File: config.mk
export PLATFORM = sky130hd
export DESIGN_NAME = dso_options
export DESIGN_NICKNAME = d
export VERILOG_FILES = /design/src/core/dso_timer.v /design/src/core/dso_sector_counter.v /design/src/core/dso_options.v
export VERILOG_INCLUDE_DIRS = /design/src /design/src/pkg
export SDC_FILE = /design/constraint.sdc
export NUM_CORES = 1
export LEC_CHECK = 0
export ABC_AREA = 1
export BUFFER_PORTS_ARGS = -buffer_cell sky130_fd_sc_hd__buf_4
export CORE_MARGIN = 2
export CORE_UTILIZATION = 55
export CTS_BUF_LIST = sky130_fd_sc_hd__clkbuf_16
export DETAILED_ROUTE_END_ITERATION = 7
export PLACE_DENSITY = 0.87
export SLEW_MARGIN = 20
export SYNTH_ARGS = -nofsm -noshare
export SYNTH_HDL_FRONTEND = slang
export SYNTH_HIERARCHICAL = 1
export SYNTH_SLANG_ARGS = --single-unit
export TNS_END_PERCENT = 20
File: constraint.sdc
create_clock -name aclk -period 4.6 [get_ports aclk]
set_input_delay 0.69 -clock aclk [delete_from_list [all_inputs] [get_ports aclk]]
set_output_delay 0.69 -clock aclk [all_outputs]
set_load 0.005 [all_outputs]
File: src/pkg/dso_regs.vh
// constants of the drive sector and port option block
// assumes a 250 MHz aclk and a 32-bit AXI4-Lite register port
`ifndef DSO_REGS_VH
`define DSO_REGS_VH

// register byte offsets
`define DSO_CTRL_OFF 8'h00
`define DSO_STATUS_OFF 8'h04
`define DSO_OPTIONS_OFF 8'h08
`define DSO_LAST_OFF 8'h0c
`define DSO_COUNT_OFF 8'h10

// control register fields and reset value
`define DSO_CTRL_SECEN_BIT 0
`define DSO_CTRL_RELEASE_BIT 1
`define DSO_CTRL_RESET 32'h00000001

// port option bank keys (key n sits at bit n-1)
`define DSO_PORT_DIS_A 0
`define DSO_PORT_DIS_B 1
`define DSO_PORT_RELTIMER 2
`define DSO_PORT_REMOTE 3
`define DSO_PORT_DELAY_LSB 4
`define DSO_PORT_DELAY_MSB 7

// service option bank keys
`define DSO_SVC_CAL 0
`define DSO_SVC_VERTICAL 2
`define DSO_SVC_INHIBIT 3

// track geometry and timing
`define DSO_TRACK_BYTES 16'd49728
`define DSO_CLK_KHZ 250000
`define DSO_RELEASE_MS 500
`define DSO_BLINK_MS 250
`define DSO_SECOND_MS 1000

// bus answers
`define DSO_RESP_OKAY 2'b00
`define DSO_RESP_SLVERR 2'b10

`endif

File: src/core/dso_timer.v
// restartable countdown timer
// assumes start is a one-cycle pulse and stop a pulse or held level, both from the same clock domain
module dso_timer #(
  parameter W = 32
) (
  input wire aclk,
  input wire aresetn,
  input wire start,
  input wire stop,
  input wire [W-1:0] load,
  output reg busy,
  output reg done
);
  reg [W-1:0] cnt_reg;

  // done rises load+1 cycles after start; stop wins over start
  always @(posedge aclk) begin
    if (!aresetn) begin
      cnt_reg <= {W{1'b0}};
      busy <= 1'b0;
      done <= 1'b0;
    end else begin
      done <= 1'b0;
      if (stop) begin
        busy <= 1'b0;
      end else if (start) begin
        cnt_reg <= load;
        busy <= 1'b1;
      end else if (busy) begin
        if (cnt_reg == {W{1'b0}}) begin
          busy <= 1'b0;
          done <= 1'b1;
        end else begin
          cnt_reg <= cnt_reg - {{(W-1){1'b0}}, 1'b1};
        end
      end
    end
  end
endmodule

File: src/core/dso_sector_counter.v
// byte-driven sector counter with index reload
// assumes byte_tick and index_in are single-cycle pulses on aclk
module dso_sector_counter (
  input wire aclk,
  input wire aresetn,
  input wire enable,
  input wire byte_tick,
  input wire index_in,
  input wire [14:0] preset,
  output reg sector_pulse,
  output reg [15:0] last_len,
  output reg [7:0] sec_count
);
  reg [14:0] cnt_reg;
  reg [15:0] bytes_reg;
  reg [7:0] in_rev_reg;

  always @(posedge aclk) begin
    if (!aresetn) begin
      cnt_reg <= 15'h0000;
      bytes_reg <= 16'h0000;
      in_rev_reg <= 8'h00;
      sector_pulse <= 1'b0;
      last_len <= 16'h0000;
      sec_count <= 8'h00;
    end else begin
      sector_pulse <= 1'b0;
      if (index_in) begin
        // index cuts the last sector short, never long
        cnt_reg <= preset;
        last_len <= bytes_reg;
        sec_count <= in_rev_reg + 8'h01;
        bytes_reg <= 16'h0000;
        in_rev_reg <= 8'h00;
      end else if (byte_tick) begin
        if (cnt_reg == 15'h0000) begin
          // the reload tick is the extra count of the preset
          cnt_reg <= preset;
          sector_pulse <= enable;
          in_rev_reg <= in_rev_reg + 8'h01;
          bytes_reg <= 16'h0000;
        end else begin
          cnt_reg <= cnt_reg - 15'h0001;
          bytes_reg <= bytes_reg + 16'h0001;
        end
      end
    end
  end
endmodule

File: src/core/dso_options.v
// option logic of a dual-port disk drive: sectoring, spin-up, ports
// assumes switch banks are static straps sampled after reset release,
// byte_tick and index_in come from the read clock at one pulse per byte
//
// Chosen here: the register addresses and register access over AXI4-Lite.
`include "dso_regs.vh"
module dso_options #(
  parameter CYC_PER_SEC = `DSO_SECOND_MS * `DSO_CLK_KHZ,
  parameter RELEASE_CYC = `DSO_RELEASE_MS * `DSO_CLK_KHZ,
  parameter BLINK_CYC = `DSO_BLINK_MS * `DSO_CLK_KHZ
) (
  input wire aclk,
  input wire aresetn,
  input wire [31:0] s_axi_awaddr,
  input wire s_axi_awvalid,
  output reg s_axi_awready,
  input wire [31:0] s_axi_wdata,
  input wire [3:0] s_axi_wstrb,
  input wire s_axi_wvalid,
  output reg s_axi_wready,
  output reg [1:0] s_axi_bresp,
  output reg s_axi_bvalid,
  input wire s_axi_bready,
  input wire [31:0] s_axi_araddr,
  input wire s_axi_arvalid,
  output reg s_axi_arready,
  output reg [31:0] s_axi_rdata,
  output reg [1:0] s_axi_rresp,
  output reg s_axi_rvalid,
  input wire s_axi_rready,
  input wire [6:0] sector_length_bank_low,
  input wire [6:0] sector_length_bank_high,
  input wire [3:0] service_option_bank,
  input wire [7:0] port_option_bank,
  input wire sector_mode_key,
  input wire byte_tick,
  input wire index_in,
  input wire cal_done,
  input wire pick_hold_a,
  input wire pick_hold_b,
  input wire priority_a,
  input wire priority_b,
  input wire reserve_a,
  input wire reserve_b,
  input wire release_a,
  input wire release_b,
  output reg index_out_a,
  output reg sector_out_a,
  output reg index_out_b,
  output reg sector_out_b,
  output reg reserved_a,
  output reg reserved_b,
  output reg spindle_on,
  output reg cal_seek_start,
  output reg first_status_lamp,
  output reg unit_ready,
  output reg vertical_mount,
  output reg soft_sector
);
  localparam S_SAMPLE = 3'd0;
  localparam S_SPIN = 3'd1;
  localparam S_CAL = 3'd2;
  localparam S_BLINK = 3'd3;
  localparam S_READY = 3'd4;

  reg [2:0] state_reg;
  reg [2:0] state_next;
  reg sampled_reg;
  reg [6:0] len_lo_reg;
  reg [6:0] len_hi_reg;
  reg [3:0] svc_reg;
  reg [7:0] port_reg;
  reg mode_reg;
  reg [31:0] ctrl_reg;
  reg release_sw_reg;
  reg spin_wait_reg;

  wire en_a = ~port_reg[`DSO_PORT_DIS_A];
  wire en_b = ~port_reg[`DSO_PORT_DIS_B];
  wire [3:0] delay_sec =
    port_reg[`DSO_PORT_DELAY_MSB:`DSO_PORT_DELAY_LSB];
  // weight one is not a key: the bottom bit is tied high
  wire [14:0] preset = {len_hi_reg, len_lo_reg, 1'b1};
  wire [15:0] nominal = {1'b0, preset} + 16'h0001;

  // receivers of a disabled channel are ignored
  wire rx_pick = (pick_hold_a & en_a) | (pick_hold_b & en_b);
  wire rx_prio_a = priority_a & en_a;
  wire rx_prio_b = priority_b & en_b;
  wire remote = port_reg[`DSO_PORT_REMOTE];
  wire power_req = remote ? rx_pick : 1'b1;

  wire sector_pulse;
  wire [15:0] last_len;
  wire [7:0] sec_count;
  wire spin_busy;
  wire spin_done;
  wire rel_done;
  wire blink_busy;
  wire blink_done;

  dso_sector_counter u_sector (
    .aclk(aclk),
    .aresetn(aresetn),
    .enable(ctrl_reg[`DSO_CTRL_SECEN_BIT]),
    .byte_tick(byte_tick),
    .index_in(index_in),
    .preset(preset),
    .sector_pulse(sector_pulse),
    .last_len(last_len),
    .sec_count(sec_count)
  );

  // straps caught on the first clock after reset release
  always @(posedge aclk) begin
    if (!aresetn) begin
      sampled_reg <= 1'b0;
      len_lo_reg <= 7'h00;
      len_hi_reg <= 7'h00;
      svc_reg <= 4'h0;
      port_reg <= 8'h00;
      mode_reg <= 1'b0;
    end else if (!sampled_reg) begin
      sampled_reg <= 1'b1;
      len_lo_reg <= sector_length_bank_low;
      len_hi_reg <= sector_length_bank_high;
      svc_reg <= service_option_bank;
      port_reg <= port_option_bank;
      mode_reg <= sector_mode_key;
    end
  end

  // spin-up delay restarts whenever host power sequencing drops
  wire spin_start = (state_reg == S_SPIN) & power_req & ~spin_wait_reg;
  wire [31:0] spin_load = delay_sec * CYC_PER_SEC;

  dso_timer #(.W(32)) u_spin (
    .aclk(aclk),
    .aresetn(aresetn),
    .start(spin_start),
    .stop(~power_req),
    .load(spin_load),
    .busy(spin_busy),
    .done(spin_done)
  );

  always @(posedge aclk) begin
    if (!aresetn) begin
      spin_wait_reg <= 1'b0;
    end else if (!power_req || state_reg != S_SPIN) begin
      spin_wait_reg <= 1'b0;
    end else if (spin_start) begin
      spin_wait_reg <= 1'b1;
    end
  end

  always @* begin
    state_next = state_reg;
    case (state_reg)
      S_SAMPLE: begin
        if (sampled_reg) begin
          state_next = S_SPIN;
        end
      end
      S_SPIN: begin
        if (spin_done) begin
          state_next = svc_reg[`DSO_SVC_CAL] ? S_CAL : S_READY;
        end
      end
      S_CAL: begin
        if (!power_req) begin
          state_next = S_SPIN;
        end else if (cal_done) begin
          state_next = S_BLINK;
        end
      end
      S_BLINK: begin
        // the live key, not the strap, ends the blink
        if (!power_req) begin
          state_next = S_SPIN;
        end else if (!service_option_bank[`DSO_SVC_CAL]) begin
          state_next = S_READY;
        end
      end
      S_READY: begin
        if (!power_req) begin
          state_next = S_SPIN;
        end
      end
      default: begin
        state_next = S_SAMPLE;
      end
    endcase
  end

  wire blink_run = (state_reg == S_BLINK);
  dso_timer #(.W(32)) u_blink (
    .aclk(aclk),
    .aresetn(aresetn),
    .start(blink_run & ~blink_busy),
    .stop(~blink_run),
    .load(BLINK_CYC[31:0]),
    .busy(blink_busy),
    .done(blink_done)
  );

  always @(posedge aclk) begin
    if (!aresetn) begin
      state_reg <= S_SAMPLE;
      spindle_on <= 1'b0;
      cal_seek_start <= 1'b0;
      first_status_lamp <= 1'b0;
      unit_ready <= 1'b0;
      vertical_mount <= 1'b0;
      soft_sector <= 1'b0;
    end else begin
      state_reg <= state_next;
      spindle_on <= (state_next != S_SAMPLE) &&
        (state_next != S_SPIN);
      cal_seek_start <= (state_reg == S_SPIN) &&
        (state_next == S_CAL);
      if (state_next != S_BLINK) begin
        first_status_lamp <= 1'b0;
      end else if (blink_done) begin
        first_status_lamp <= ~first_status_lamp;
      end
      unit_ready <= (state_next == S_READY);
      vertical_mount <= svc_reg[`DSO_SVC_VERTICAL];
      soft_sector <= mode_reg;
    end
  end

  // index and sector to each channel, cut on disable or inhibit
  wire inhibit = svc_reg[`DSO_SVC_INHIBIT];
  wire pass_a = en_a & ~(inhibit & rx_prio_b);
  wire pass_b = en_b & ~(inhibit & rx_prio_a);

  always @(posedge aclk) begin
    if (!aresetn) begin
      index_out_a <= 1'b0;
      sector_out_a <= 1'b0;
      index_out_b <= 1'b0;
      sector_out_b <= 1'b0;
    end else begin
      index_out_a <= index_in & pass_a;
      sector_out_a <= sector_pulse & pass_a;
      index_out_b <= index_in & pass_b;
      sector_out_b <= sector_pulse & pass_b;
    end
  end

  // reservation: first requester holds it until release or timeout
  wire take_a = reserve_a & en_a & ~reserved_b;
  wire take_b = reserve_b & en_b & ~reserved_a & ~take_a;
  wire any_res = reserved_a | reserved_b;
  wire rel_timer_on = port_reg[`DSO_PORT_RELTIMER];
  wire host_rel = (release_a & en_a & reserved_a) |
    (release_b & en_b & reserved_b);
  wire free_res = host_rel | rel_done | release_sw_reg;

  dso_timer #(.W(32)) u_release (
    .aclk(aclk),
    .aresetn(aresetn),
    .start((take_a | take_b) & rel_timer_on),
    .stop(~rel_timer_on | host_rel | release_sw_reg),
    .load(RELEASE_CYC[31:0]),
    .busy(),
    .done(rel_done)
  );

  always @(posedge aclk) begin
    if (!aresetn) begin
      reserved_a <= 1'b0;
      reserved_b <= 1'b0;
    end else if (free_res && any_res) begin
      reserved_a <= 1'b0;
      reserved_b <= 1'b0;
    end else begin
      if (take_a) begin
        reserved_a <= 1'b1;
      end
      if (take_b) begin
        reserved_b <= 1'b1;
      end
    end
  end

  // axi4-lite write: address and data taken in either order
  reg aw_held;
  reg w_held;
  reg [7:0] aw_addr_reg;
  reg [31:0] w_data_reg;
  reg [3:0] w_strb_reg;
  wire aw_fire = s_axi_awvalid & s_axi_awready;
  wire w_fire = s_axi_wvalid & s_axi_wready;
  wire wr_go = aw_held & w_held & ~s_axi_bvalid;

  always @(posedge aclk) begin
    if (!aresetn) begin
      s_axi_awready <= 1'b1;
      s_axi_wready <= 1'b1;
      s_axi_bvalid <= 1'b0;
      s_axi_bresp <= `DSO_RESP_OKAY;
      aw_held <= 1'b0;
      w_held <= 1'b0;
      aw_addr_reg <= 8'h00;
      w_data_reg <= 32'h00000000;
      w_strb_reg <= 4'h0;
      ctrl_reg <= `DSO_CTRL_RESET;
      release_sw_reg <= 1'b0;
    end else begin
      release_sw_reg <= 1'b0;
      if (aw_fire) begin
        aw_held <= 1'b1;
        aw_addr_reg <= s_axi_awaddr[7:0];
        s_axi_awready <= 1'b0;
      end
      if (w_fire) begin
        w_held <= 1'b1;
        w_data_reg <= s_axi_wdata;
        w_strb_reg <= s_axi_wstrb;
        s_axi_wready <= 1'b0;
      end
      if (wr_go) begin
        aw_held <= 1'b0;
        w_held <= 1'b0;
        s_axi_bvalid <= 1'b1;
        if (aw_addr_reg == `DSO_CTRL_OFF) begin
          s_axi_bresp <= `DSO_RESP_OKAY;
          if (w_strb_reg[0]) begin
            ctrl_reg[`DSO_CTRL_SECEN_BIT] <=
              w_data_reg[`DSO_CTRL_SECEN_BIT];
            release_sw_reg <= w_data_reg[`DSO_CTRL_RELEASE_BIT];
          end
        end else if (aw_addr_reg == `DSO_STATUS_OFF ||
            aw_addr_reg == `DSO_OPTIONS_OFF ||
            aw_addr_reg == `DSO_LAST_OFF ||
            aw_addr_reg == `DSO_COUNT_OFF) begin
          s_axi_bresp <= `DSO_RESP_OKAY;
        end else begin
          s_axi_bresp <= `DSO_RESP_SLVERR;
        end
      end
      if (s_axi_bvalid && s_axi_bready) begin
        s_axi_bvalid <= 1'b0;
        s_axi_awready <= 1'b1;
        s_axi_wready <= 1'b1;
      end
    end
  end

  // axi4-lite read; shortfall is nominal length less the last sector
  reg [31:0] rd_word;
  reg rd_ok;
  wire [15:0] shortfall = nominal - last_len;
  always @* begin
    rd_word = 32'h00000000;
    rd_ok = 1'b1;
    case (s_axi_araddr[7:0])
      `DSO_CTRL_OFF: rd_word = {31'h00000000,
        ctrl_reg[`DSO_CTRL_SECEN_BIT]};
      `DSO_STATUS_OFF: rd_word = {24'h000000, state_reg,
        first_status_lamp, reserved_b, reserved_a, spindle_on,
        unit_ready};
      `DSO_OPTIONS_OFF: rd_word = {5'h00, mode_reg, svc_reg,
        port_reg, len_hi_reg, len_lo_reg};
      `DSO_LAST_OFF: rd_word = {shortfall, last_len};
      `DSO_COUNT_OFF: rd_word = {8'h00, nominal, sec_count};
      default: rd_ok = 1'b0;
    endcase
  end

  always @(posedge aclk) begin
    if (!aresetn) begin
      s_axi_arready <= 1'b1;
      s_axi_rvalid <= 1'b0;
      s_axi_rdata <= 32'h00000000;
      s_axi_rresp <= `DSO_RESP_OKAY;
    end else begin
      if (s_axi_arvalid && s_axi_arready) begin
        s_axi_arready <= 1'b0;
        s_axi_rvalid <= 1'b1;
        s_axi_rdata <= rd_word;
        s_axi_rresp <= rd_ok ? `DSO_RESP_OKAY : `DSO_RESP_SLVERR;
      end
      if (s_axi_rvalid && s_axi_rready) begin
        s_axi_rvalid <= 1'b0;
        s_axi_arready <= 1'b1;
      end
    end
  end
endmodule

==> results.md <==
Synth:
- The cell area after technology mapping is 17700 sq um.
- The number of distinct library cells after synthesis is 58.
- The fraction of the yosys area taken by sequential cells is 0.298.
- For this run, the number of Yosys warnings is 6.
- The leading area contributor after synthesis is sky130_fd_sc_hd__dfxtp_1.
- After synthesis, the cell types taking the most area are sky130_fd_sc_hd__dfxtp_1, sky130_fd_sc_hd__nand2_1, sky130_fd_sc_hd__nor2_1.
- The synthesized area per cell is 6.14 sq um.
- Synthesis produced a netlist whose cell count is 2887.
- After synthesis, the share of flip-flops with an asynchronous set or reset is 0.
- In this run, synthesis inferred 0 flip-flops with an integrated enable.
- The number of synthesized register bits is 264.
- The area share of the largest cell type after synthesis is 0.298.
- The flip-flop cell with the highest count after synthesis is sky130_fd_sc_hd__dfxtp_1.

Final layout:
- The share of final-layout standard cells stronger than drive strength 1 is 0.0901.
- The area overhead of the layout relative to synthesis is 13.8%.
- At the end of the flow the core is filled with cells to 0.638.
- The final net count is 3251.
- The finished cells cover 20200 sq um.
- In the layout the commonest cells are sky130_fd_sc_hd__nand2_1, sky130_fd_sc_hd__nor2_1, sky130_fd_sc_hd__inv_1, sky130_fd_sc_hd__dfxtp_1, sky130_fd_sc_hd__nand3_1.
- The leading cell type in the layout, fill and taps excluded is sky130_fd_sc_hd__nand2_1.

Worst setup path:
- Traced cell by cell, the critical path runs through inv_1 > ha_1 > inv_1 > fa_1 > ha_1 > a21oi_1 > o21ai_0 > a21oi_1 > nand3_1 > xor2_1 > nand2_1 > inv_1 > nor2_1 > a21oi_1.
- The worst register-to-register path has a setup slack of 1.16 ns.
- On the worst path, the slowest cell contributes a delay of 0.72 ns.
- For this design, the slowest cell found on the critical path is sky130_fd_sc_hd__dfxtp_1.
- The worst reg2reg path depth is 14.
- The critical path class is reg2reg.
- The category of the worst setup path capture point is a register.
- For the worst setup path, the data arrival time is 3.89 ns.
- The largest fanout of any net on the critical path is 9.
- The startpoint of the lowest-slack register-to-register path is port_reg[6].
- The worst register-to-register path ends at u_spin/cnt_reg[30].
- STA puts the critical path data required time at 5.05 ns.
- The kind of start point of the critical path is a register.

GRT:
- The first global-routing pass estimated 85500 microns of wire.
- The initial antenna violation count is 2.
- Entering global routing, the biggest net connects 72 pins.
- The residual overflow from global routing is 0.
- The number of global-route vias before repair is 17970.
- The combined global-route utilization of all metal layers is 0.306.

STA:
- The worst hold slack across all endpoints is 0.355 ns.
- The shortest period the worst path allows is 3.44 ns.
- The maximum operating frequency is 0.290 GHz.
- The final count of negative-setup-slack endpoints is 0.
- The max-slew violation count was 0.
- In the finished design, the share of the clock period the worst path needs comes to 0.749.
- The worst path meets setup with 1.16 ns of slack.
- Setup repair after global routing left no endpoint under its margin.
- Adding up every negative setup slack in the final design gives 0 ns.
- The slew at the pin with the worst max-slew slack is 0.974 ns.
- The number of failing hold endpoints at the final stage is 0.
- The worst relative slew slack is 0.350.
- On the final layout, the worst clock skew is 0.0192 ns.

Hold path:
- The worst hold path passes through 3 cells.
- The hold-critical path endpoint is s_axi_arready.
- The min-delay analysis places its worst path in the category in2reg.
- The hold path startpoint is s_axi_rready.

Routing:
- The first-pass detailed-route iteration total is 6.
- The remaining design rule violation count is 0.
- The routed design has 52600 microns of wire.
- The first-iteration detailed-routing DRC count is 1658.
- The routed layout has 19097 vias.
- Dividing the detail-routed via count by the number of cells gives 5.51.
- In the final routed layout, each cell accounts on average for 15.2 microns.
- Once detail routing completed, the nets flagged for antenna violations numbered 0.

Clock network:
- The quantity of hold-fixing buffers added after cts is 0.
- The clock tree from TritonCTS is yes.
- For this design, the sink count on the clock tree is 264.
- In this run the number of H-tree levels came out at 1.
- The clock reaches the later pin of the worst-skew pair after 0.57 ns.
- TritonCTS created 30 clock buffers.
- After clock tree synthesis, the clock-pin slew on the worst setup and hold paths is 0.06 ns.
- The tree is rooted in a sky130_fd_sc_hd__clkbuf_16.
- In this run the post-CTS setup repair buffer count came out at 0.
- The number of gates resized after CTS is 0.
- No sink is reached through more buffers than the 3 on the longest clock path.

Power and ir drop:
- Across the VDD grid, the largest voltage drop is 0.345 mV.
- The standby leakage power is 9.74 nW.
- The power per standard cell area is 354 nW/um^2.

Placed design:
- Port buffering added 114 buffers.
- The detailed placement HPWL is 39300 microns.
- Routability-driven placement finished with a final weighted congestion of 0.982.
- The instance area at placement is 19000 sq um.
- The pre-CTS setup slack is 1.15 ns.

Floorplanning:
- The die footprint is 33700 sq um.
- The die outline height is 184 microns.
- The placement row count is 65.
- The starting utilization of the core area is 0.561.
- Pin placement for this block handled 198 I/O pins.
- The total core area is 31600 sq um.
- The die is 184 microns wide.

Run:
- The total of max-cap violations is 0.

Status:
- The run finished with clean final reports.
## synth_stat cells (all sizes together), types with 3 or more instances
library cell / n
nor3: 30
nand4: 30
clkbuf: 49
ha: 59
nand3b: 18
a21oi: 188
o21bai: 9
fa: 8
a31oi: 4
dfxtp: 264
buf: 35
a21o: 4
inv: 333
o21ai: 221
xor2: 28
o211ai: 6
xnor2: 9
nor4: 7
nand2: 849
or2: 3
nor2: 466
and2: 14
nand3: 227
o22ai: 12
## power breakdown
group | switching [W] | total [W] | internal (W) | leakage [nW]
clock | 0.00103 | 0.00276 | 0.00173 | 0.550
sequential | 0.000132 | 0.00253 | 0.00240 | 2.15
combinational | 0.00123 | 0.00185 | 0.000613 | 7.04
## routing by layer
metal	routed length, microns	track usage	vias to the layer above
met3	3510	0.0390	151
met5	0	0	-
met1	22000	0.378	8704
met4	2460	0.146	0
li1	-	-	9477
met2	24600	0.530	765
## how the worst max path moves through the flow
stage	cells after the start	startpoint	slack (ns)	to
floorplan	14	port_reg[6]	1.80	u_spin/cnt_reg[30]
global placement	12	reserve_a	1.26	u_release/cnt_reg[31]
detailed placement	12	reserve_a	1.15	u_release/cnt_reg[31]
CTS	14	port_reg[6]	1.19	u_spin/cnt_reg[30]
global route	16	port_reg[6]	0.84	u_spin/cnt_reg[30]
finish	14	port_reg[6]	1.16	u_spin/cnt_reg[30]
## layout make-up
cell class                 instances  area, sq um
fill                            2854        11500
multi-input combinational       2276        11000
sequential                       264         5290
inverter                         335         1260
timing repair buffer             132          991
clock buffer                      31          776
tap                              402          503
clock inverter                    24          368
antenna                            2         5.00
## cells by family (layout without fill, tap and decap cells)
logic type      Yosys count  in the layout  share of synthesized area
xor+xnor                 37             37                     0.0183
simple gates           1646           1646                      0.399
other cells               2             76                   0.000423
flops                   264            264                      0.298
buf+inv                 419            522                     0.0983
fa+ha+maj                67             67                     0.0506
compound gates          452            452                      0.135
## worst max-delay path, delay by kind of cell (launching register included)
| kind | cells | cell delay, ns |
|---|---|---|
| buffers and inverters | 3 | 0.33 |
| adders and majority gates | 3 | 1.20 |
| xor gates and xnor gates | 1 | 0.17 |
| DFF | 1 | 0.72 |
| and+or+nand+nor | 3 | 0.30 |
| AOI/OAI and AO/OA | 4 | 0.62 |
## stage by stage
| stage | power (W) | cells |
|---|---|---|
| after global routing | 0.00750 | 3465 |
| after global placement | 0.00432 | 3409 |
| after detailed placement | 0.00438 | 3409 |
| final | 0.00714 | 3466 |
| after CTS | 0.00713 | 3464 |
| after floorplan | 0.00393 | 2959 |
Note: power is estimated with default switching activity, not from simulation.
